$ cat config.mk
export PLATFORM = sky130hd
export DESIGN_NAME = rie_top
export DESIGN_NICKNAME = d
export VERILOG_FILES = /design/src/core/rie_pin_sync.v /design/src/core/rie_top.v
export VERILOG_INCLUDE_DIRS = /design/src /design/src/core
export SDC_FILE = /design/constraint.sdc
export NUM_CORES = 1
export LEC_CHECK = 0
export ABC_AREA = 1
export BUFFER_PORTS_ARGS = -buffer_cell sky130_fd_sc_hd__buf_4
export CAP_MARGIN = 40
export CORE_ASPECT_RATIO = 0.7
export CORE_MARGIN = 1.5
export CORE_UTILIZATION = 30
export DETAILED_ROUTE_END_ITERATION = 7
export MAX_ROUTING_LAYER = met4
export PLACE_DENSITY_LB_ADDON = 0.25
export REMOVE_ABC_BUFFERS = 1
export SLEW_MARGIN = 20
export SYNTH_ARGS = -nofsm -noshare
export SYNTH_HDL_FRONTEND = slang
export SYNTH_SLANG_ARGS = --single-unit
$ cat constraint.sdc
create_clock -name clk -period 10 [get_ports clk]
set_clock_uncertainty 0.2 [all_clocks]
set_input_delay 0 -clock clk [delete_from_list [all_inputs] [get_ports clk]]
set_output_delay 0 -clock clk [all_outputs]
set_load 0.05 [all_outputs]
$ cat src/core/rie_consts.vh
// Constants for the reset and interrupt entry block
`ifndef RIE_CONSTS_VH
`define RIE_CONSTS_VH
// Register indices; byte address on the bus is four times the index
`define RIE_IDX_SYSCTL    20'hee012
`define RIE_IDX_SENSE     20'hee014
`define RIE_IDX_ENABLE    20'hee015
`define RIE_IDX_STATUS    20'hee016
`define RIE_IDX_PRIO_A    20'hee018
`define RIE_IDX_PRIO_B    20'hee019
// Reset values and the status flag mask
`define RIE_SYSCTL_RST    8'h09
`define RIE_REG_RST       8'h00
`define RIE_STATUS_MASK   8'h3f
// Field positions in system_control
`define RIE_USER_SEL_BIT  3
`define RIE_NMI_EDGE_BIT  2
// Vector numbers
`define RIE_VEC_RESET     6'h00
`define RIE_VEC_NMI       6'h07
`define RIE_VEC_TRAP      6'h08
`define RIE_VEC_PIN       6'h0c
`define RIE_VEC_INT       6'h14
// Source counts
`define RIE_NUM_PIN       6
`define RIE_NUM_INT       36
`define RIE_NUM_SRC       42
// Bit of {priority_level_a, priority_level_b} for each pin request
`define RIE_PRIO_PIN0     15
`define RIE_PRIO_PIN1     14
`define RIE_PRIO_PIN23    13
`define RIE_PRIO_PIN45    12
// Internal source groups: first source past each group and its priority bit
`define RIE_GRP0_END      4
`define RIE_GRP1_END      8
`define RIE_GRP2_END      12
`define RIE_GRP3_END      16
`define RIE_GRP4_END      20
`define RIE_GRP5_END      24
`define RIE_GRP6_END      26
`define RIE_GRP7_END      30
`define RIE_GRP8_END      34
`define RIE_GRP0_BIT      11
`define RIE_GRP1_BIT      10
`define RIE_GRP2_BIT      9
`define RIE_GRP3_BIT      8
`define RIE_GRP4_BIT      7
`define RIE_GRP5_BIT      6
`define RIE_GRP6_BIT      5
`define RIE_GRP7_BIT      3
`define RIE_GRP8_BIT      2
`define RIE_GRP9_BIT      1
`endif

$ cat src/core/rie_pin_sync.v
// Two-stage pin synchroniser with a delayed copy for edge detection
`timescale 1ns/10ps
module rie_pin_sync #(
    parameter W = 1
) (
    // Clock and reset
    input  wire         clk,
    input  wire         rstn,
    // Asynchronous pins and their settled samples
    input  wire [W-1:0] pin_in,
    input  wire [W-1:0] idle_val,
    output reg  [W-1:0] sync_out,
    output reg  [W-1:0] prev_out
);

    reg [W-1:0] meta_reg;

    // Samples are kept relative to idle_val, so a bit reads 1 at its idle level;
    // the constant reset value then means idle for every pin
    // First stage feeds only the second; the third keeps last settled value
    always @(posedge clk or negedge rstn) begin
        if (!rstn) begin
            meta_reg <= {W{1'b1}};
            sync_out <= {W{1'b1}};
            prev_out <= {W{1'b1}};
        end else begin
            meta_reg <= pin_in ^ ~idle_val;
            sync_out <= meta_reg;
            prev_out <= sync_out;
        end
    end

endmodule

$ cat src/core/rie_top.v
// Reset entry, interrupt arbitration and exception sequencing
//
// Added by the designer: register access over Avalon-MM.
`timescale 1ns/10ps
`include "rie_consts.vh"
// Behaviour
// - while the init pin is low, the core is held and nothing proceeds.
// - reset entry starts on the low-to-high change of the init pin, or after a watchdog overflow.
// - watchdog overflow causes the same reset entry as the init pin.
// - reset entry clears core and module state and sets the mask bit.
// - after reset the start address is fetched from vector 0, width by mode.
// - after reset all requests, even nonmaskable, wait for the first instruction.
// - seven external and 36 internal sources, each with its own vector.
// - maskable sources take one of two levels per module; ties arbitrated.
// - the nonmaskable request wins always and ignores the mask bits.
// - watchdog interval overflow raises a request at every overflow.
// - trap with select 0 sets mask and user bit, with select 1 mask only.
// - trap vector number 0 to 3 comes from the instruction code.
// - mask bit and user bit together give three masking levels.
// - each of six request pins picks falling edge or low level.
// - user select bit 3 makes user bit a mask at 0; resets to 1.
// - nonmaskable edge bit 2 picks falling at 0, rising at 1.
// - system control loads 09 on reset and hardware standby only.
// - priority register A is 8-bit; its top bit governs pin request 0.
// - status flags are cleared by writing 0 after reading 1, or on entry in edge mode; writing 1 never sets.
// - entry pushes counter and condition codes before mask and vector fetch.
// - a pending request is taken only at an instruction boundary.
module rie_top (
    // Clock and reset
    input  wire        clk,
    input  wire        rstn,
    // Device pins
    input  wire        chip_init_pin_n,
    input  wire        nmi_pin,
    input  wire [5:0]  irq_pin_n,
    input  wire        hw_standby_n,
    input  wire        advanced_mode,
    // Watchdog and peripheral requests
    input  wire        watchdog_reset_ovf,
    input  wire        watchdog_interval_ovf,
    input  wire [35:0] int_req,
    // Core sequencer
    input  wire        insn_boundary,
    input  wire        first_insn_done,
    input  wire        cond_code_mask,
    input  wire        cond_code_user,
    input  wire        trap_req,
    input  wire [1:0]  trap_num,
    input  wire        stack_push_done,
    input  wire        vec_fetch_done,
    output wire        core_hold,
    output wire        module_reset,
    output wire        trap_ack,
    output wire        stack_push_req,
    output wire        set_mask_bit,
    output wire        set_user_bit,
    output wire        vec_fetch_req,
    output reg  [15:0] vec_addr_reg,
    output reg         vec_long_reg,
    output reg  [5:0]  exc_vector_reg,
    // Avalon-MM slave
    input  wire [23:0] avs_address,
    input  wire        avs_read,
    input  wire        avs_write,
    input  wire [31:0] avs_writedata,
    input  wire [3:0]  avs_byteenable,
    output reg  [31:0] avs_readdata,
    output wire        avs_waitrequest
);

    localparam ST_RESET  = 3'd0;
    localparam ST_RFETCH = 3'd1;
    localparam ST_IDLE   = 3'd2;
    localparam ST_PUSH   = 3'd3;
    localparam ST_MASK   = 3'd4;
    localparam ST_FETCH  = 3'd5;

    reg  [2:0]  state_reg;
    reg  [2:0]  state_next;
    reg  [7:0]  system_control_reg;
    reg  [7:0]  request_sense_select_reg;
    reg  [7:0]  request_enable_reg;
    reg  [5:0]  request_status_reg;
    reg  [5:0]  status_seen_reg;
    reg  [7:0]  priority_level_a_reg;
    reg  [7:0]  priority_level_b_reg;
    reg         nmi_flag_reg;
    reg         wd_flag_reg;
    reg         first_block_reg;
    reg         ack_reg;
    reg         trap_taken_reg;
    reg  [5:0]  src_idx_reg;
    reg         src_valid_reg;
    wire [8:0]  pins_sync;
    wire [8:0]  pins_prev;
    wire        init_high;
    wire        nmi_s;
    wire        nmi_p;
    wire [5:0]  irq_s;
    wire [5:0]  irq_p;
    wire        standby_s;
    wire        in_reset;
    wire        bus_req;
    wire        bus_ack;
    wire        wr_en;
    wire        rd_done;
    wire [21:0] reg_idx;
    wire        user_sel;
    wire        nmi_edge;
    wire [15:0] prio_bits;
    wire [41:0] src_pend;
    wire [41:0] src_lvl;
    reg         hi_any;
    reg         lo_any;
    reg  [5:0]  hi_idx;
    reg  [5:0]  lo_idx;
    reg         take_nmi;
    reg         take_src;
    reg  [5:0]  take_idx;
    reg         take_trap;
    reg  [5:0]  take_vec;
    reg  [7:0]  rd_mux;
    reg  [5:0]  clr_by_exc;
    reg  [31:0] int_vec_wide;
    integer     k;

    // Synchronise the init, nonmaskable, standby and request pins (not advanced_mode); init reads inverted, so a reset leaves it asserted
    rie_pin_sync #(.W(9)) u_sync (
        .clk      (clk),
        .rstn     (rstn),
        .pin_in   ({chip_init_pin_n, nmi_pin, hw_standby_n, irq_pin_n}),
        .idle_val (9'h0ff),
        .sync_out (pins_sync),
        .prev_out (pins_prev)
    );
    assign init_high = ~pins_sync[8];
    assign nmi_s     = pins_sync[7];
    assign nmi_p     = pins_prev[7];
    assign standby_s = ~pins_sync[6];
    assign irq_s     = pins_sync[5:0];
    assign irq_p     = pins_prev[5:0];

    // Reset state held by a low init pin or a watchdog overflow
    assign in_reset     = (state_reg == ST_RESET);
    assign core_hold    = in_reset;
    assign module_reset = in_reset;

    // Bus slave: one wait cycle, then the answer
    assign bus_req         = avs_read | avs_write;
    assign avs_waitrequest = bus_req & ~ack_reg;
    assign bus_ack         = bus_req & ack_reg;
    assign reg_idx         = avs_address[23:2];
    assign wr_en           = bus_ack & avs_write & avs_byteenable[0];
    assign rd_done         = bus_ack & avs_read;

    // Read data mux; unmapped indices read zero
    always @* begin
        rd_mux = 8'h00;
        case (reg_idx)
            `RIE_IDX_SYSCTL: rd_mux = system_control_reg;
            `RIE_IDX_SENSE:  rd_mux = request_sense_select_reg;
            `RIE_IDX_ENABLE: rd_mux = request_enable_reg;
            `RIE_IDX_STATUS: rd_mux = {2'b00, request_status_reg};
            `RIE_IDX_PRIO_A: rd_mux = priority_level_a_reg;
            `RIE_IDX_PRIO_B: rd_mux = priority_level_b_reg;
            default:         rd_mux = 8'h00;
        endcase
    end

    // Handshake and read data register
    always @(posedge clk or negedge rstn) begin
        if (!rstn) begin
            ack_reg      <= 1'b0;
            avs_readdata <= 32'h00000000;
        end else begin
            ack_reg <= bus_req & ~ack_reg;
            if (avs_read && !ack_reg)
                avs_readdata <= {24'h000000, rd_mux};
        end
    end

    // Configuration registers, reinitialised by reset and hardware standby
    always @(posedge clk or negedge rstn) begin
        if (!rstn) begin
            system_control_reg       <= `RIE_SYSCTL_RST;
            request_sense_select_reg <= `RIE_REG_RST;
            request_enable_reg       <= `RIE_REG_RST;
            priority_level_a_reg     <= `RIE_REG_RST;
            priority_level_b_reg     <= `RIE_REG_RST;
        end else if (in_reset || standby_s) begin
            system_control_reg       <= `RIE_SYSCTL_RST;
            request_sense_select_reg <= `RIE_REG_RST;
            request_enable_reg       <= `RIE_REG_RST;
            priority_level_a_reg     <= `RIE_REG_RST;
            priority_level_b_reg     <= `RIE_REG_RST;
        end else if (wr_en) begin
            case (reg_idx)
                `RIE_IDX_SYSCTL: system_control_reg       <= avs_writedata[7:0];
                `RIE_IDX_SENSE:  request_sense_select_reg <= avs_writedata[7:0];
                `RIE_IDX_ENABLE: request_enable_reg       <= avs_writedata[7:0];
                `RIE_IDX_PRIO_A: priority_level_a_reg     <= avs_writedata[7:0];
                `RIE_IDX_PRIO_B: priority_level_b_reg     <= avs_writedata[7:0];
                default:         ;
            endcase
        end
    end

    assign user_sel  = system_control_reg[`RIE_USER_SEL_BIT];
    assign nmi_edge  = system_control_reg[`RIE_NMI_EDGE_BIT];
    assign prio_bits = {priority_level_a_reg, priority_level_b_reg};

    // Edge-mode flags of the taken pin request clear on exception entry
    always @* begin
        clr_by_exc = 6'h00;
        if (take_src && (take_idx < `RIE_NUM_PIN))
            clr_by_exc[take_idx[2:0]] = request_sense_select_reg[take_idx[2:0]];
    end

    // Pin request flags: set wins over clears
    genvar g;
    generate
        for (g = 0; g < `RIE_NUM_PIN; g = g + 1) begin : g_pin
            wire set_f = request_sense_select_reg[g] ? (irq_p[g] & ~irq_s[g]) : ~irq_s[g];
            wire clr_w = wr_en && (reg_idx == `RIE_IDX_STATUS) && !avs_writedata[g]
                         && status_seen_reg[g];
            always @(posedge clk or negedge rstn) begin
                if (!rstn) begin
                    request_status_reg[g] <= 1'b0;
                    status_seen_reg[g]    <= 1'b0;
                end else if (in_reset || standby_s) begin
                    request_status_reg[g] <= 1'b0;
                    status_seen_reg[g]    <= 1'b0;
                end else begin
                    if (set_f)
                        request_status_reg[g] <= 1'b1;
                    else if (clr_w || clr_by_exc[g])
                        request_status_reg[g] <= 1'b0;
                    if (rd_done && (reg_idx == `RIE_IDX_STATUS))
                        status_seen_reg[g] <= request_status_reg[g];
                    else if (clr_w)
                        status_seen_reg[g] <= 1'b0;
                end
            end
        end
    endgenerate

    // Priority bit for each internal source group
    function integer int_grp_bit;
        input integer i;
        begin
            if (i < `RIE_GRP0_END)      int_grp_bit = `RIE_GRP0_BIT;
            else if (i < `RIE_GRP1_END) int_grp_bit = `RIE_GRP1_BIT;
            else if (i < `RIE_GRP2_END) int_grp_bit = `RIE_GRP2_BIT;
            else if (i < `RIE_GRP3_END) int_grp_bit = `RIE_GRP3_BIT;
            else if (i < `RIE_GRP4_END) int_grp_bit = `RIE_GRP4_BIT;
            else if (i < `RIE_GRP5_END) int_grp_bit = `RIE_GRP5_BIT;
            else if (i < `RIE_GRP6_END) int_grp_bit = `RIE_GRP6_BIT;
            else if (i < `RIE_GRP7_END) int_grp_bit = `RIE_GRP7_BIT;
            else if (i < `RIE_GRP8_END) int_grp_bit = `RIE_GRP8_BIT;
            else                        int_grp_bit = `RIE_GRP9_BIT;
        end
    endfunction

    // Pending and level per source; source 6 also carries the watchdog flag
    assign src_pend[5:0] = request_status_reg & request_enable_reg[5:0];
    assign src_lvl[0]    = prio_bits[`RIE_PRIO_PIN0];
    assign src_lvl[1]    = prio_bits[`RIE_PRIO_PIN1];
    assign src_lvl[2]    = prio_bits[`RIE_PRIO_PIN23];
    assign src_lvl[3]    = prio_bits[`RIE_PRIO_PIN23];
    assign src_lvl[4]    = prio_bits[`RIE_PRIO_PIN45];
    assign src_lvl[5]    = prio_bits[`RIE_PRIO_PIN45];
    generate
        for (g = 0; g < `RIE_NUM_INT; g = g + 1) begin : g_int
            if (g == 0) begin : g_wd
                assign src_pend[`RIE_NUM_PIN] = int_req[0] | wd_flag_reg;
            end else begin : g_pl
                assign src_pend[`RIE_NUM_PIN + g] = int_req[g];
            end
            assign src_lvl[`RIE_NUM_PIN + g] = prio_bits[int_grp_bit(g)];
        end
    endgenerate

    // Fixed order within each level: lowest index wins
    always @* begin
        hi_any = 1'b0;
        lo_any = 1'b0;
        hi_idx = 6'h00;
        lo_idx = 6'h00;
        for (k = `RIE_NUM_SRC - 1; k >= 0; k = k - 1) begin
            if (src_pend[k] && src_lvl[k]) begin
                hi_any = 1'b1;
                hi_idx = k[5:0];
            end
            if (src_pend[k] && !src_lvl[k]) begin
                lo_any = 1'b1;
                lo_idx = k[5:0];
            end
        end
    end

    // Acceptance: nonmaskable first, then masked levels, then trap
    always @* begin
        take_nmi  = 1'b0;
        take_src  = 1'b0;
        take_idx  = 6'h00;
        take_trap = 1'b0;
        take_vec  = `RIE_VEC_NMI;
        int_vec_wide = 32'h00000000;
        if (state_reg == ST_IDLE && insn_boundary && !first_block_reg) begin
            if (nmi_flag_reg) begin
                take_nmi = 1'b1;
            end else if (hi_any && (!cond_code_mask ||
                         (!user_sel && !cond_code_user))) begin
                take_src = 1'b1;
                take_idx = hi_idx;
            end else if (lo_any && !cond_code_mask) begin
                take_src = 1'b1;
                take_idx = lo_idx;
            end else if (trap_req) begin
                take_trap = 1'b1;
                take_vec  = `RIE_VEC_TRAP + {4'h0, trap_num};
            end
            if (take_src) begin
                int_vec_wide = `RIE_VEC_INT + take_idx - `RIE_NUM_PIN;
                take_vec = (take_idx < `RIE_NUM_PIN) ? `RIE_VEC_PIN + take_idx : int_vec_wide[5:0];
            end
        end
    end
    assign trap_ack = take_trap;

    // Nonmaskable edge flag and watchdog interval flag; set wins
    always @(posedge clk or negedge rstn) begin
        if (!rstn) begin
            nmi_flag_reg <= 1'b0;
            wd_flag_reg  <= 1'b0;
        end else if (in_reset) begin
            nmi_flag_reg <= 1'b0;
            wd_flag_reg  <= 1'b0;
        end else begin
            if (nmi_edge ? (nmi_s & ~nmi_p) : (nmi_p & ~nmi_s))
                nmi_flag_reg <= 1'b1;
            else if (take_nmi)
                nmi_flag_reg <= 1'b0;
            if (watchdog_interval_ovf)
                wd_flag_reg <= 1'b1;
            else if (take_src && take_idx == `RIE_NUM_PIN)
                wd_flag_reg <= 1'b0;
        end
    end

    // Sequencer state transitions
    always @* begin
        state_next = state_reg;
        case (state_reg)
            ST_RESET:  if (init_high) state_next = ST_RFETCH;
            ST_RFETCH: if (vec_fetch_done) state_next = ST_IDLE;
            ST_IDLE:   if (take_nmi || take_src || take_trap) state_next = ST_PUSH;
            ST_PUSH:   if (stack_push_done) state_next = ST_MASK;
            ST_MASK:   state_next = ST_FETCH;
            ST_FETCH:  if (vec_fetch_done) state_next = ST_IDLE;
            default:   state_next = ST_RESET;
        endcase
        if (!init_high || watchdog_reset_ovf)
            state_next = ST_RESET;
    end

    // State, vector and first-instruction guard registers
    always @(posedge clk or negedge rstn) begin
        if (!rstn) begin
            state_reg       <= ST_RESET;
            first_block_reg <= 1'b1;
            trap_taken_reg  <= 1'b0;
            src_idx_reg     <= 6'h00;
            src_valid_reg   <= 1'b0;
            exc_vector_reg  <= `RIE_VEC_RESET;
            vec_addr_reg    <= 16'h0000;
            vec_long_reg    <= 1'b0;
        end else begin
            state_reg <= state_next;
            if (state_next == ST_RESET) begin
                first_block_reg <= 1'b1;
                exc_vector_reg  <= `RIE_VEC_RESET;
                vec_addr_reg    <= 16'h0000;
                vec_long_reg    <= advanced_mode;
            end else if (first_insn_done) begin
                first_block_reg <= 1'b0;
            end
            if (state_reg == ST_IDLE && state_next == ST_PUSH) begin
                trap_taken_reg <= take_trap;
                src_idx_reg    <= take_idx;
                src_valid_reg  <= take_src;
                exc_vector_reg <= take_vec;
                vec_long_reg   <= advanced_mode;
                vec_addr_reg   <= advanced_mode ? {8'h00, take_vec, 2'b00}
                                                : {9'h000, take_vec, 1'b0};
            end
        end
    end

    // Core-facing strobes of the exception sequence
    assign stack_push_req = (state_reg == ST_PUSH);
    assign vec_fetch_req  = (state_reg == ST_RFETCH) || (state_reg == ST_FETCH);
    assign set_mask_bit   = in_reset || (state_reg == ST_MASK);
    assign set_user_bit   = (state_reg == ST_MASK) && !user_sel;

endmodule

==> flow_summary_export.csv, run 1 <==
group,metric,value,unit
status,outcome,"completed",
clocking,path_clk_slew,0.07,ns
floorplan,fp.dieArea,23100,µm²
sta,slew_violations,0,
pwr,vdd_drop_max,0.0716,mV
route,via_per_inst,4.76,
final_layout,n_antenna_cell,0,
floorplan,core.rowCount,45,
final_layout,drive_above_1_share,18.1,%
critical_path,reg2regPathDepth,21,
synth,syn_area,6650,µm²
placed_design,hpwl,16.4,mm
critical_path,end_kind,"register",
floorplan,dieHeight,128,µm
sta,layout_min_cycle_time,4.35,ns
synth,synth-simple-area-share,33.3,%
route,drt_iter0_drc,451,
route,dr.pass1.iters,5,
global_routing,first_global_vias,6164,
sta,fin_hold_ws,0.0306,ns
sta,worst_pin_slew,0.853,ns
route,wire_per_inst,14.4,µm
final_layout,nNetsFinal,1267,
synth,ys_warn_count,0,
route,drt_wl_total,20.6,mm
critical_path,critPathKind,"register to register",
clocking,post_cts_resized,0,
critical_path,required,10.10,ns
synth,syn_area_per_cell,6.77,µm²
critical_path,rrSetupSlack,5.65,ns
flow_run,cap_violations,0,
route,vias,6803,
synth,synth_top_family_by_area,"simple AND/OR/NAND/NOR gates",
synth,synthAdderAreaFrac,0.753,%
clocking,htreeDepth,3,
final_layout,final_common_cell,"nand2_1",
global_routing,grt.overflow.total,0,
clocking,cts_tree,"yes",
hold_path,min_from,"avs_address[3]",
global_routing,grt_max_degree,58,
clocking,clock-sinks,106,
clocking,clockBufferDepth,2,
clocking,numCtsBuffers,9,
final_layout,layout_common_cells,"nand2_1, buf_4, inv_1, nor2_1, dfrtp_1",
final_layout,areaGrowthSynthToFinish,26.9,%
sta,slew_headroom,42.6,%
synth,synthXorXnorAreaFrac,0.132,%
sta,hold_viol_final,0,
sta,min_period_over_period,43.5,%
hold_path,hold-path-endpoint,"status_seen_reg[5]$_DFFE_PN0P_",
sta,setup_violations,0,
critical_path,regToRegEndpoint,"vec_addr_reg[1]$_DFFE_PN0P_",
synth,synthMuxAreaShare,0,%
critical_path,start_kind,"register",
synth,ys_seq_area_share,40.4,%
placed_design,io_buffer_count,121,
pwr,p_total,1070,µW
critical_path,arrival,4.44,ns
clocking,root_buffer,"clkbuf_16",
critical_path,r2r_start,"priority_level_a_reg[4]$_DFFE_PN0P_",
sta,max_freq,230,MHz
hold_path,hp-class,"input pin to register",
global_routing,grt_pass1_wl,32.7,mm
global_routing,grt_use_total,18.9,%
floorplan,coreArea,21700,µm²
route,drc,0,
clocking,clkLatencyLatePin,0.36,ns
placed_design,globalplace.congestion,0.861,
synth,ys_types,40,
route,ant_nets,0,
floorplan,io_pins,184,
floorplan,initial_core_util,30.7,%
pwr,p_per_area,126,nW/µm²
sta,finalSetupTns,0,ns
sta,grt_setup_unrepaired,"false",
floorplan,die_w,181,µm
synth,ys_ff_latch,106,
synth,synth_cells,981,
critical_path,crit_fanout,18,
pwr,p_leak,0.00435,µW
synth,synth-compound-area-share,13.4,%
global_routing,antenna_found_initial,0,
hold_path,hold_depth,5,
## metrics by stage
| step | setup slack, ns | cells | instance area (µm²) | utilization [%] |
|---|---|---|---|---|
| after floorplan | 6.86 | 968 | 6470 | - |
| after global placement | 6.20 | 1375 | 7760 | 35.8 |
| after detailed placement | 6.20 | 1376 | 7770 | 35.8 |
| after CTS | 5.67 | 1427 | 8420 | 38.8 |
| after global routing | 5.18 | 1429 | 8430 | 38.9 |
| final | 5.65 | 1429 | 8430 | 38.9 |
## critical path, stage by stage (launching register included)
cell and delay, ns:
dfrtp_1 0.45, nor3_1 0.47, nor2_1 0.13, inv_2 0.11, nor2_1 0.05, nand3_1 0.09, inv_1 0.06, a21oi_1 0.24
inv_2 0.09, nand2_1 0.09, inv_2 0.04, nor2_1 0.20, inv_2 0.04, nor2_1 0.31, inv_2 0.08, o2111ai_1 0.08
nand2_1 0.09, inv_2 0.07, nand2_1 0.35, or2_1 0.38, o21ai_1 0.11, dlygate4sd3_1 0.56
## how the worst max path moves through the flow
| stage | start | end | slack, ns | cells after the start |
|---|---|---|---|---|
| after floorplan | priority_level_b_reg[2]$_DFFE_PN0P_ | request_status_reg[5]$_DFFE_PN0P_ | 6.86 | 50 |
| after global placement | priority_level_a_reg[4]$_DFFE_PN0P_ | vec_addr_reg[4]$_DFFE_PN0P_ | 6.20 | 21 |
| after detailed placement | priority_level_a_reg[4]$_DFFE_PN0P_ | vec_addr_reg[4]$_DFFE_PN0P_ | 6.20 | 21 |
| after CTS | priority_level_a_reg[4]$_DFFE_PN0P_ | vec_addr_reg[1]$_DFFE_PN0P_ | 5.67 | 21 |
| after global routing | priority_level_a_reg[4]$_DFFE_PN0P_ | vec_addr_reg[1]$_DFFE_PN0P_ | 5.18 | 21 |
| final | priority_level_a_reg[4]$_DFFE_PN0P_ | vec_addr_reg[1]$_DFFE_PN0P_ | 5.65 | 21 |
## layer usage
| metal | track usage [%] | vias to the layer above | part of all wire, % |
|---|---|---|---|
| met5 | - | - | 0 |
| met3 | 3.73 | 15 | 7.3 |
| met1 | 28.5 | 3147 | 52 |
| li1 | - | 3428 | - |
| met4 | 3.66 | 0 | 1.1 |
| met2 | 25.6 | 213 | 40 |
## kinds of logic (layout without fill, tap and decap cells)
logic type                 count (synthesis)  in the layout
buffers and inverters                    177            311
adders and majority gates                  4              4
AOI/OAI and AO/OA                        155            155
DFF                                      106            106
xor gates and xnor gates                   1              1
and+or+nand+nor                          537            537
other                                      1             33
## power by group
group / switching (µW) / internal [µW]
combinational: 159 / 80.3
sequential: 11.7 / 449
clock: 163 / 203
## cell type report
cell class,instances,area (µm²)
Fill cell,2369,13200
Sequential cell,106,2690
Multi-Input combinational cell,730,3290
Timing Repair Buffer,163,1310
Tap cell,282,353
Inverter,132,495
Clock buffer,13,250
Clock inverter,3,47.5
## Yosys cell counts (all sizes together)
master,count,area [µm²]
a211oi,4,30.0
a21boi,2,15.0
a21oi,23,115
a221o,1,10.0
a221oi,2,17.5
a311oi,1,8.76
a31oi,11,68.8
and3,1,6.26
buf,34,255
clkbuf,11,41.3
clkinv,4,15.0
conb,1,3.75
dfrtp,78,1950
dfstp,28,736
ha,4,50.1
inv,128,480
nand2,333,1270
nand3,73,365
nand3b,3,22.5
nand4,5,31.3
nor2,92,350
nor3,21,105
nor4,7,43.8
o2111ai,2,17.5
o211ai,1,7.51
o21ai,85,429
o21bai,2,15.0
o221ai,5,43.8
o22ai,8,50.1
o311ai,1,8.76
o31ai,4,30.0
o32ai,3,26.3
or2,2,12.5
xor2,1,8.76
## timing repair
| item | in CTS | in global routing |
|---|---|---|
| setup buffers | 0 | 0 |
| hold endpoints to repair | 126 | 0 |
| hold buffers | 35 | 0 |
| endpoints found under the setup margin | 0 | 0 |
Note: power is estimated with default switching activity, not from simulation.
==> inputs of run 2 (changes only) <==
- clock period: 10 -> 3.6 ns (I/O delays scaled with it)
==> flow_summary_export.csv, run 2 (synthesis gave the netlist of run 1 again) <==
group,metric,value,unit
route,vias,6853,
clocking,numCtsBuffers,9,
route,ant_nets,0,
global_routing,grt_pass1_wl,33.2,mm
route,dr.pass1.iters,5,
critical_path,cpPeakStageDelay,0.46,ns
sta,max_freq,275,MHz
floorplan,core.rowCount,45,
route,drt_iter0_drc,579,
final_layout,final_common_cell,"nand2_1",
sta,finalSetupTns,-0.126,ns
placed_design,dpl_worst_slack,-0.0348,ns
final_layout,n_antenna_cell,0,
floorplan,die_w,181,µm
hold_path,hp-class,"input pin to register",
critical_path,start_kind,"register",
sta,grt_setup_unrepaired,"true",
route,drt_wl_total,21.1,mm
final_layout,finalNonFillerCells,1457,
placed_design,globalplace.congestion,0.891,
status,outcome,"finished with violations",
final_layout,drive_above_1_share,23.5,%
sta,worst_pin_slew,0.702,ns
critical_path,end_kind,"register",
placed_design,placed_area,7960,µm²
final_layout,areaGrowthSynthToFinish,32.8,%
final_layout,final_area,8820,µm²
flow_run,cap_violations,0,
clocking,clockBufferDepth,2,
sta,fin_ws,-0.0351,ns
pwr,p_leak,0.00453,µW
route,dr_wl_met2,8.65,mm
global_routing,grt.overflow.total,0,
placed_design,placedCellCount,1398,
global_routing,grt_max_degree,44,
final_layout,postLayoutCoreUtil,40.7,%
critical_path,cp_slowest_cell,"dfrtp_2",
status,violations,"setup timing",
floorplan,initial_core_util,30.7,%
sta,slew_violations,0,
sta,min_period_over_period,101,%
clocking,clkLatencyLatePin,0.36,ns
critical_path,regToRegEndpoint,"request_status_reg[5]$_DFFE_PN0P_",
hold_path,min_from,"avs_address[5]",
final_layout,nNetsFinal,1295,
clocking,clock-sinks,106,
route,topRoutingLayerUsed,"met4",
sta,layout_min_cycle_time,3.64,ns
critical_path,required,3.65,ns
route,drc,0,
clocking,htreeDepth,3,
global_routing,first_global_vias,6258,
critical_path,crit_path_frequent_cell,"nand2_1",
pwr,vdd_drop_max,0.180,mV
critical_path,reg2regPathDepth,50,
clocking,cts_tree,"yes",
placed_design,io_buffer_count,121,
final_layout,multi_input_area,3440,µm²
floorplan,dieHeight,128,µm
final_layout,fillers,2281,
critical_path,rrSetupSlack,-0.04,ns
pwr,p_per_area,341,nW/µm²
clocking,path_clk_slew,0.07,ns
final_layout,layout_common_cells,"nand2_1, buf_4, inv_1, nor2_1, dfrtp_1",
global_routing,antenna_found_initial,0,
floorplan,io_pins,184,
placed_design,hpwl,16.6,mm
critical_path,critPathKind,"register to register",
critical_path,r2r_start,"priority_level_b_reg[2]$_DFFE_PN0P_",
route,route.met3.wl,1.33,mm
hold_path,hold-path-endpoint,"avs_readdata[1]$_DFFE_PN0P_",
clocking,root_buffer,"clkbuf_16",
sta,setup_violations,6,
final_layout,seq_area,2690,µm²
sta,hold_viol_final,0,
floorplan,fp.dieArea,23100,µm²
hold_path,hold_depth,7,
floorplan,coreArea,21700,µm²
critical_path,crit_fanout,7,
route,wl_met1,11.0,mm
sta,slew_headroom,52.8,%
critical_path,arrival,3.68,ns
route,wire_per_inst,14.5,µm
global_routing,grt_use_total,18.9,%
route,via_per_inst,4.70,
run 2: changes by cell type in the layout (fill, tap and decap cells not counted), sizes merged:
cell / change
inv: +1
bufinv: -1
buf: +29
clkinv: +1
dlygate4sd3: -1
clkbuf: -1
run 2: final cells by class:
class	instances	area share, %
inverters	132	5.67
clock buffers	12	2.92
clock inverters	4	0.355
well taps	282	4.00
multi-input cells	730	39.0
flip-flops and latches	106	30.5
repair buffers	191	17.6
run 2: per-layer routing:
layer / vias up / GRT usage, %
met5: - / -
met4: 0 / 3.02
met3: 13 / 3.25
met2: 221 / 26.4
met1: 3127 / 28.7
li1: 3492 / -
run 2: how the worst max path moves through the flow:
stage	start	end	slack, ns
2_1_floorplan	priority_level_b_reg[2]$_DFFE_PN0P_	request_status_reg[5]$_DFFE_PN0P_	0.46
3_3_place_gp	priority_level_b_reg[2]$_DFFE_PN0P_	request_status_reg[3]$_DFFE_PN0P_	0.02
3_5_place_dp	priority_level_b_reg[2]$_DFFE_PN0P_	request_status_reg[3]$_DFFE_PN0P_	-0.03
4_1_cts	priority_level_b_reg[2]$_DFFE_PN0P_	request_status_reg[1]$_DFFE_PN0P_	-0.03
5_1_grt	priority_level_b_reg[2]$_DFFE_PN0P_	request_status_reg[5]$_DFFE_PN0P_	-0.52
6_report	priority_level_b_reg[2]$_DFFE_PN0P_	request_status_reg[5]$_DFFE_PN0P_	-0.04
run 2: metrics by stage:
step                hold WS (ns)  total power (µW)
floorplan                 -0.496              1700
global route              0.0813              3170
global placement         -0.0912              1960
finish                    0.0294              3010
CTS                       0.0284              2990
detailed placement        -0.241              1960
run 2: timing repair:
item / in CTS / in global routing
setup buffers: 3 / 5
hold buffers: 34 / 0
setup endpoints to repair: 6 / 20
endpoints found under the hold margin: 158 / 0
gates resized for setup: 6 / 41
pin swaps: 2 / 9
run 2: critical path, delay by kind of cell (launching register included):
| family | cells | cell delay, ns |
|---|---|---|
| DFF | 1 | 0.46 |
| and+or+nand+nor | 50 | 2.83 |
run 2: report_power, final:
group	switching, µW	total, µW	internal [µW]	leakage, µW
logic	472	743	271	0.00302
clock network	468	986	518	0.000143
registers	33.4	1280	1250	0.00136
total	973	3010	2040	0.00453
==> inputs of run 3 (changes only) <==
- CORE_UTILIZATION: 30 -> 49
- SYNTH_HIERARCHICAL: not set -> 1
==> flow_summary_export.csv, run 3 <==
group,metric,value,unit
route,drc,0,
sta,finalSetupTns,-1.45,ns
pwr,p_comb_share,26.8,%
route,ant_nets,0,
placed_design,placedCellCount,1353,
route,drt_iter0_drc,559,
placed_design,globalplace.congestion,0.955,
global_routing,first_global_vias,6420,
pwr,p_leak,0.00471,µW
final_layout,layout_common_cells,"nand2_1, buf_4, inv_1, nor2_1, dfrtp_1",
final_layout,finalNonFillerCells,1409,
global_routing,grt.overflow.total,0,
final_layout,drive_above_1_share,20.0,%
global_routing,grt_pass1_wl,31.0,mm
floorplan,coreArea,13400,µm²
critical_path,end_kind,"register",
floorplan,dieHeight,102,µm
global_routing,grt_use_total,28.1,%
final_layout,final_area,8860,µm²
final_layout,nNetsFinal,1344,
critical_path,critPathKind,"register to register",
route,vias,7167,
sta,worst_pin_slew,0.636,ns
final_layout,n_antenna_cell,0,
sta,hold_viol_final,1,
synth,synth_cells,1019,
floorplan,initial_core_util,50.9,%
pwr,p_per_area,358,nW/µm²
critical_path,arrival,3.82,ns
clocking,htreeDepth,3,
pwr,switching_share,33.9,%
floorplan,core.rowCount,35,
hold_path,hp-class,"input pin to asynchronous set/reset pin",
clocking,cts_tree,"yes",
route,drt_wl_total,19.7,mm
sta,fin_ws,-0.173,ns
final_layout,postLayoutCoreUtil,66.4,%
status,violations,"hold timing, setup timing",
sta,min_period_over_period,105,%
floorplan,fp.dieArea,14600,µm²
global_routing,grt_max_degree,107,
pwr,pwr-share-seq,41.2,%
global_routing,antenna_found_initial,0,
route,dr.pass1.iters,7,
flow_run,cap_violations,0,
status,outcome,"finished with violations",
clocking,clkLatencyLatePin,0.36,ns
final_layout,areaGrowthSynthToFinish,30.3,%
placed_design,hpwl,14.7,mm
floorplan,io_pins,184,
sta,layout_min_cycle_time,3.77,ns
sta,setup_violations,13,
floorplan,die_w,144,µm
critical_path,required,3.65,ns
sta,slew_headroom,57.6,%
clocking,clockBufferDepth,2,
critical_path,crit_fanout,4,
placed_design,placed_area,8020,µm²
route,via_per_inst,5.09,
pwr,pwr-share-clk,32.0,%
critical_path,start_kind,"register",
clocking,root_buffer,"clkbuf_16",
sta,fin_hold_ws,-0.000792,ns
clocking,path_clk_slew,0.07,ns
placed_design,io_buffer_count,121,
synth,syn_area_per_cell,6.67,µm²
sta,slew_violations,0,
pwr,internal_power,2100,µW
synth,ys_warn_count,6,
clocking,numCtsBuffers,9,
route,wire_per_inst,13.9,µm
clocking,clock-sinks,106,
sta,grt_setup_unrepaired,"true",
pwr,power_switching,1080,µW
final_layout,final_common_cell,"nand2_1",
synth,syn_area,6800,µm²
pwr,vdd_drop_max,0.274,mV
sta,max_freq,265,MHz
final_layout,fillers,1170,
==> run 3: per-layer routing <==
layer | part of all wire, % | up-vias | track usage [%]
li1 | - | 3570 | -
met1 | 46 | 3238 | 39.8
met2 | 44 | 336 | 42.1
met3 | 8.6 | 23 | 4.63
met4 | 1.2 | 0 | 6.67
met5 | 0 | - | -
==> run 3: worst paths after layout <==
check,start,slack (ns),cells after the start,to
setup / recovery,request_status_reg[4]$_DFFE_PN0P_,-0.17,22,request_status_reg[3]$_DFFE_PN0P_
hold / removal,rstn,-0.0008,3,exc_vector_reg[4]$_DFFE_PN0P_
setup reg to reg,request_status_reg[4]$_DFFE_PN0P_,-0.17,22,request_status_reg[3]$_DFFE_PN0P_
hold reg to reg,u_sync/meta_reg[7]$_DFF_PN1_,0.16,0,u_sync/sync_out[7]$_DFF_PN1_
max in group asynchronous,rstn,2.66,3,priority_level_b_reg[2]$_DFFE_PN0P_
min in group clk,avs_address[5],0.05,4,avs_readdata[1]$_DFFE_PN0P_
==> run 3: metrics by stage <==
stage	setup slack (ns)	total power, µW
3_5_place_dp	-0.0699	2080
3_3_place_gp	0.00625	2070
2_1_floorplan	-0.295	1810
4_1_cts	-0.0436	3130
6_report	-0.173	3170
5_1_grt	-0.568	3330
==> run 3: final cells by class <==
| class | count | area, µm² | area share [%] |
|---|---|---|---|
| multi-input cells | 778 | 3610 | 40.7 |
| clock inverters | 5 | 56.3 | 0.635 |
| flip-flops and latches | 106 | 2690 | 30.4 |
| inverters | 139 | 527 | 5.94 |
| well taps | 185 | 231 | 2.61 |
| repair buffers | 185 | 1500 | 16.9 |
| clock buffers | 11 | 254 | 2.87 |
==> run 3: what timing repair did <==
item / in CTS / in global routing
endpoints found under the hold margin: 186 / 0
hold buffers: 36 / 0
buffers inserted: 2 / 3
endpoints found under the setup margin: 7 / 21
gates cloned: 0 / 0
gates resized for setup: 8 / 35
pin swaps: 1 / 33
==> run 3: worst max-delay path, stage by stage (launching register included) <==
cell and delay, ns:
dfrtp_1 0.39, inv_1 0.09, nor3_1 0.34, inv_1 0.11, nand2_1 0.13, nor3_1 0.08, nand4_1 0.12, inv_1 0.05
a21oi_1 0.16, buf_4 0.14, inv_1 0.04, nand2_1 0.09, inv_1 0.06, nor2_1 0.17, inv_1 0.09, nor2_1 0.31
inv_1 0.20, nor2_1 0.42, nand2_1 0.17, nor2_1 0.14, nand2_1 0.06, nand2_1 0.05, nand2_1 0.04
==> run 3: power by group through the flow <==
stage / Sequential, µW / Clock (µW) / Combinational [µW]
after floorplan: 1360 / 0 / 451
after global placement: 1330 / 0 / 744
after detailed placement: 1330 / 0 / 751
after CTS: 1310 / 1030 / 797
after global routing: 1310 / 1070 / 943
final: 1310 / 1020 / 851
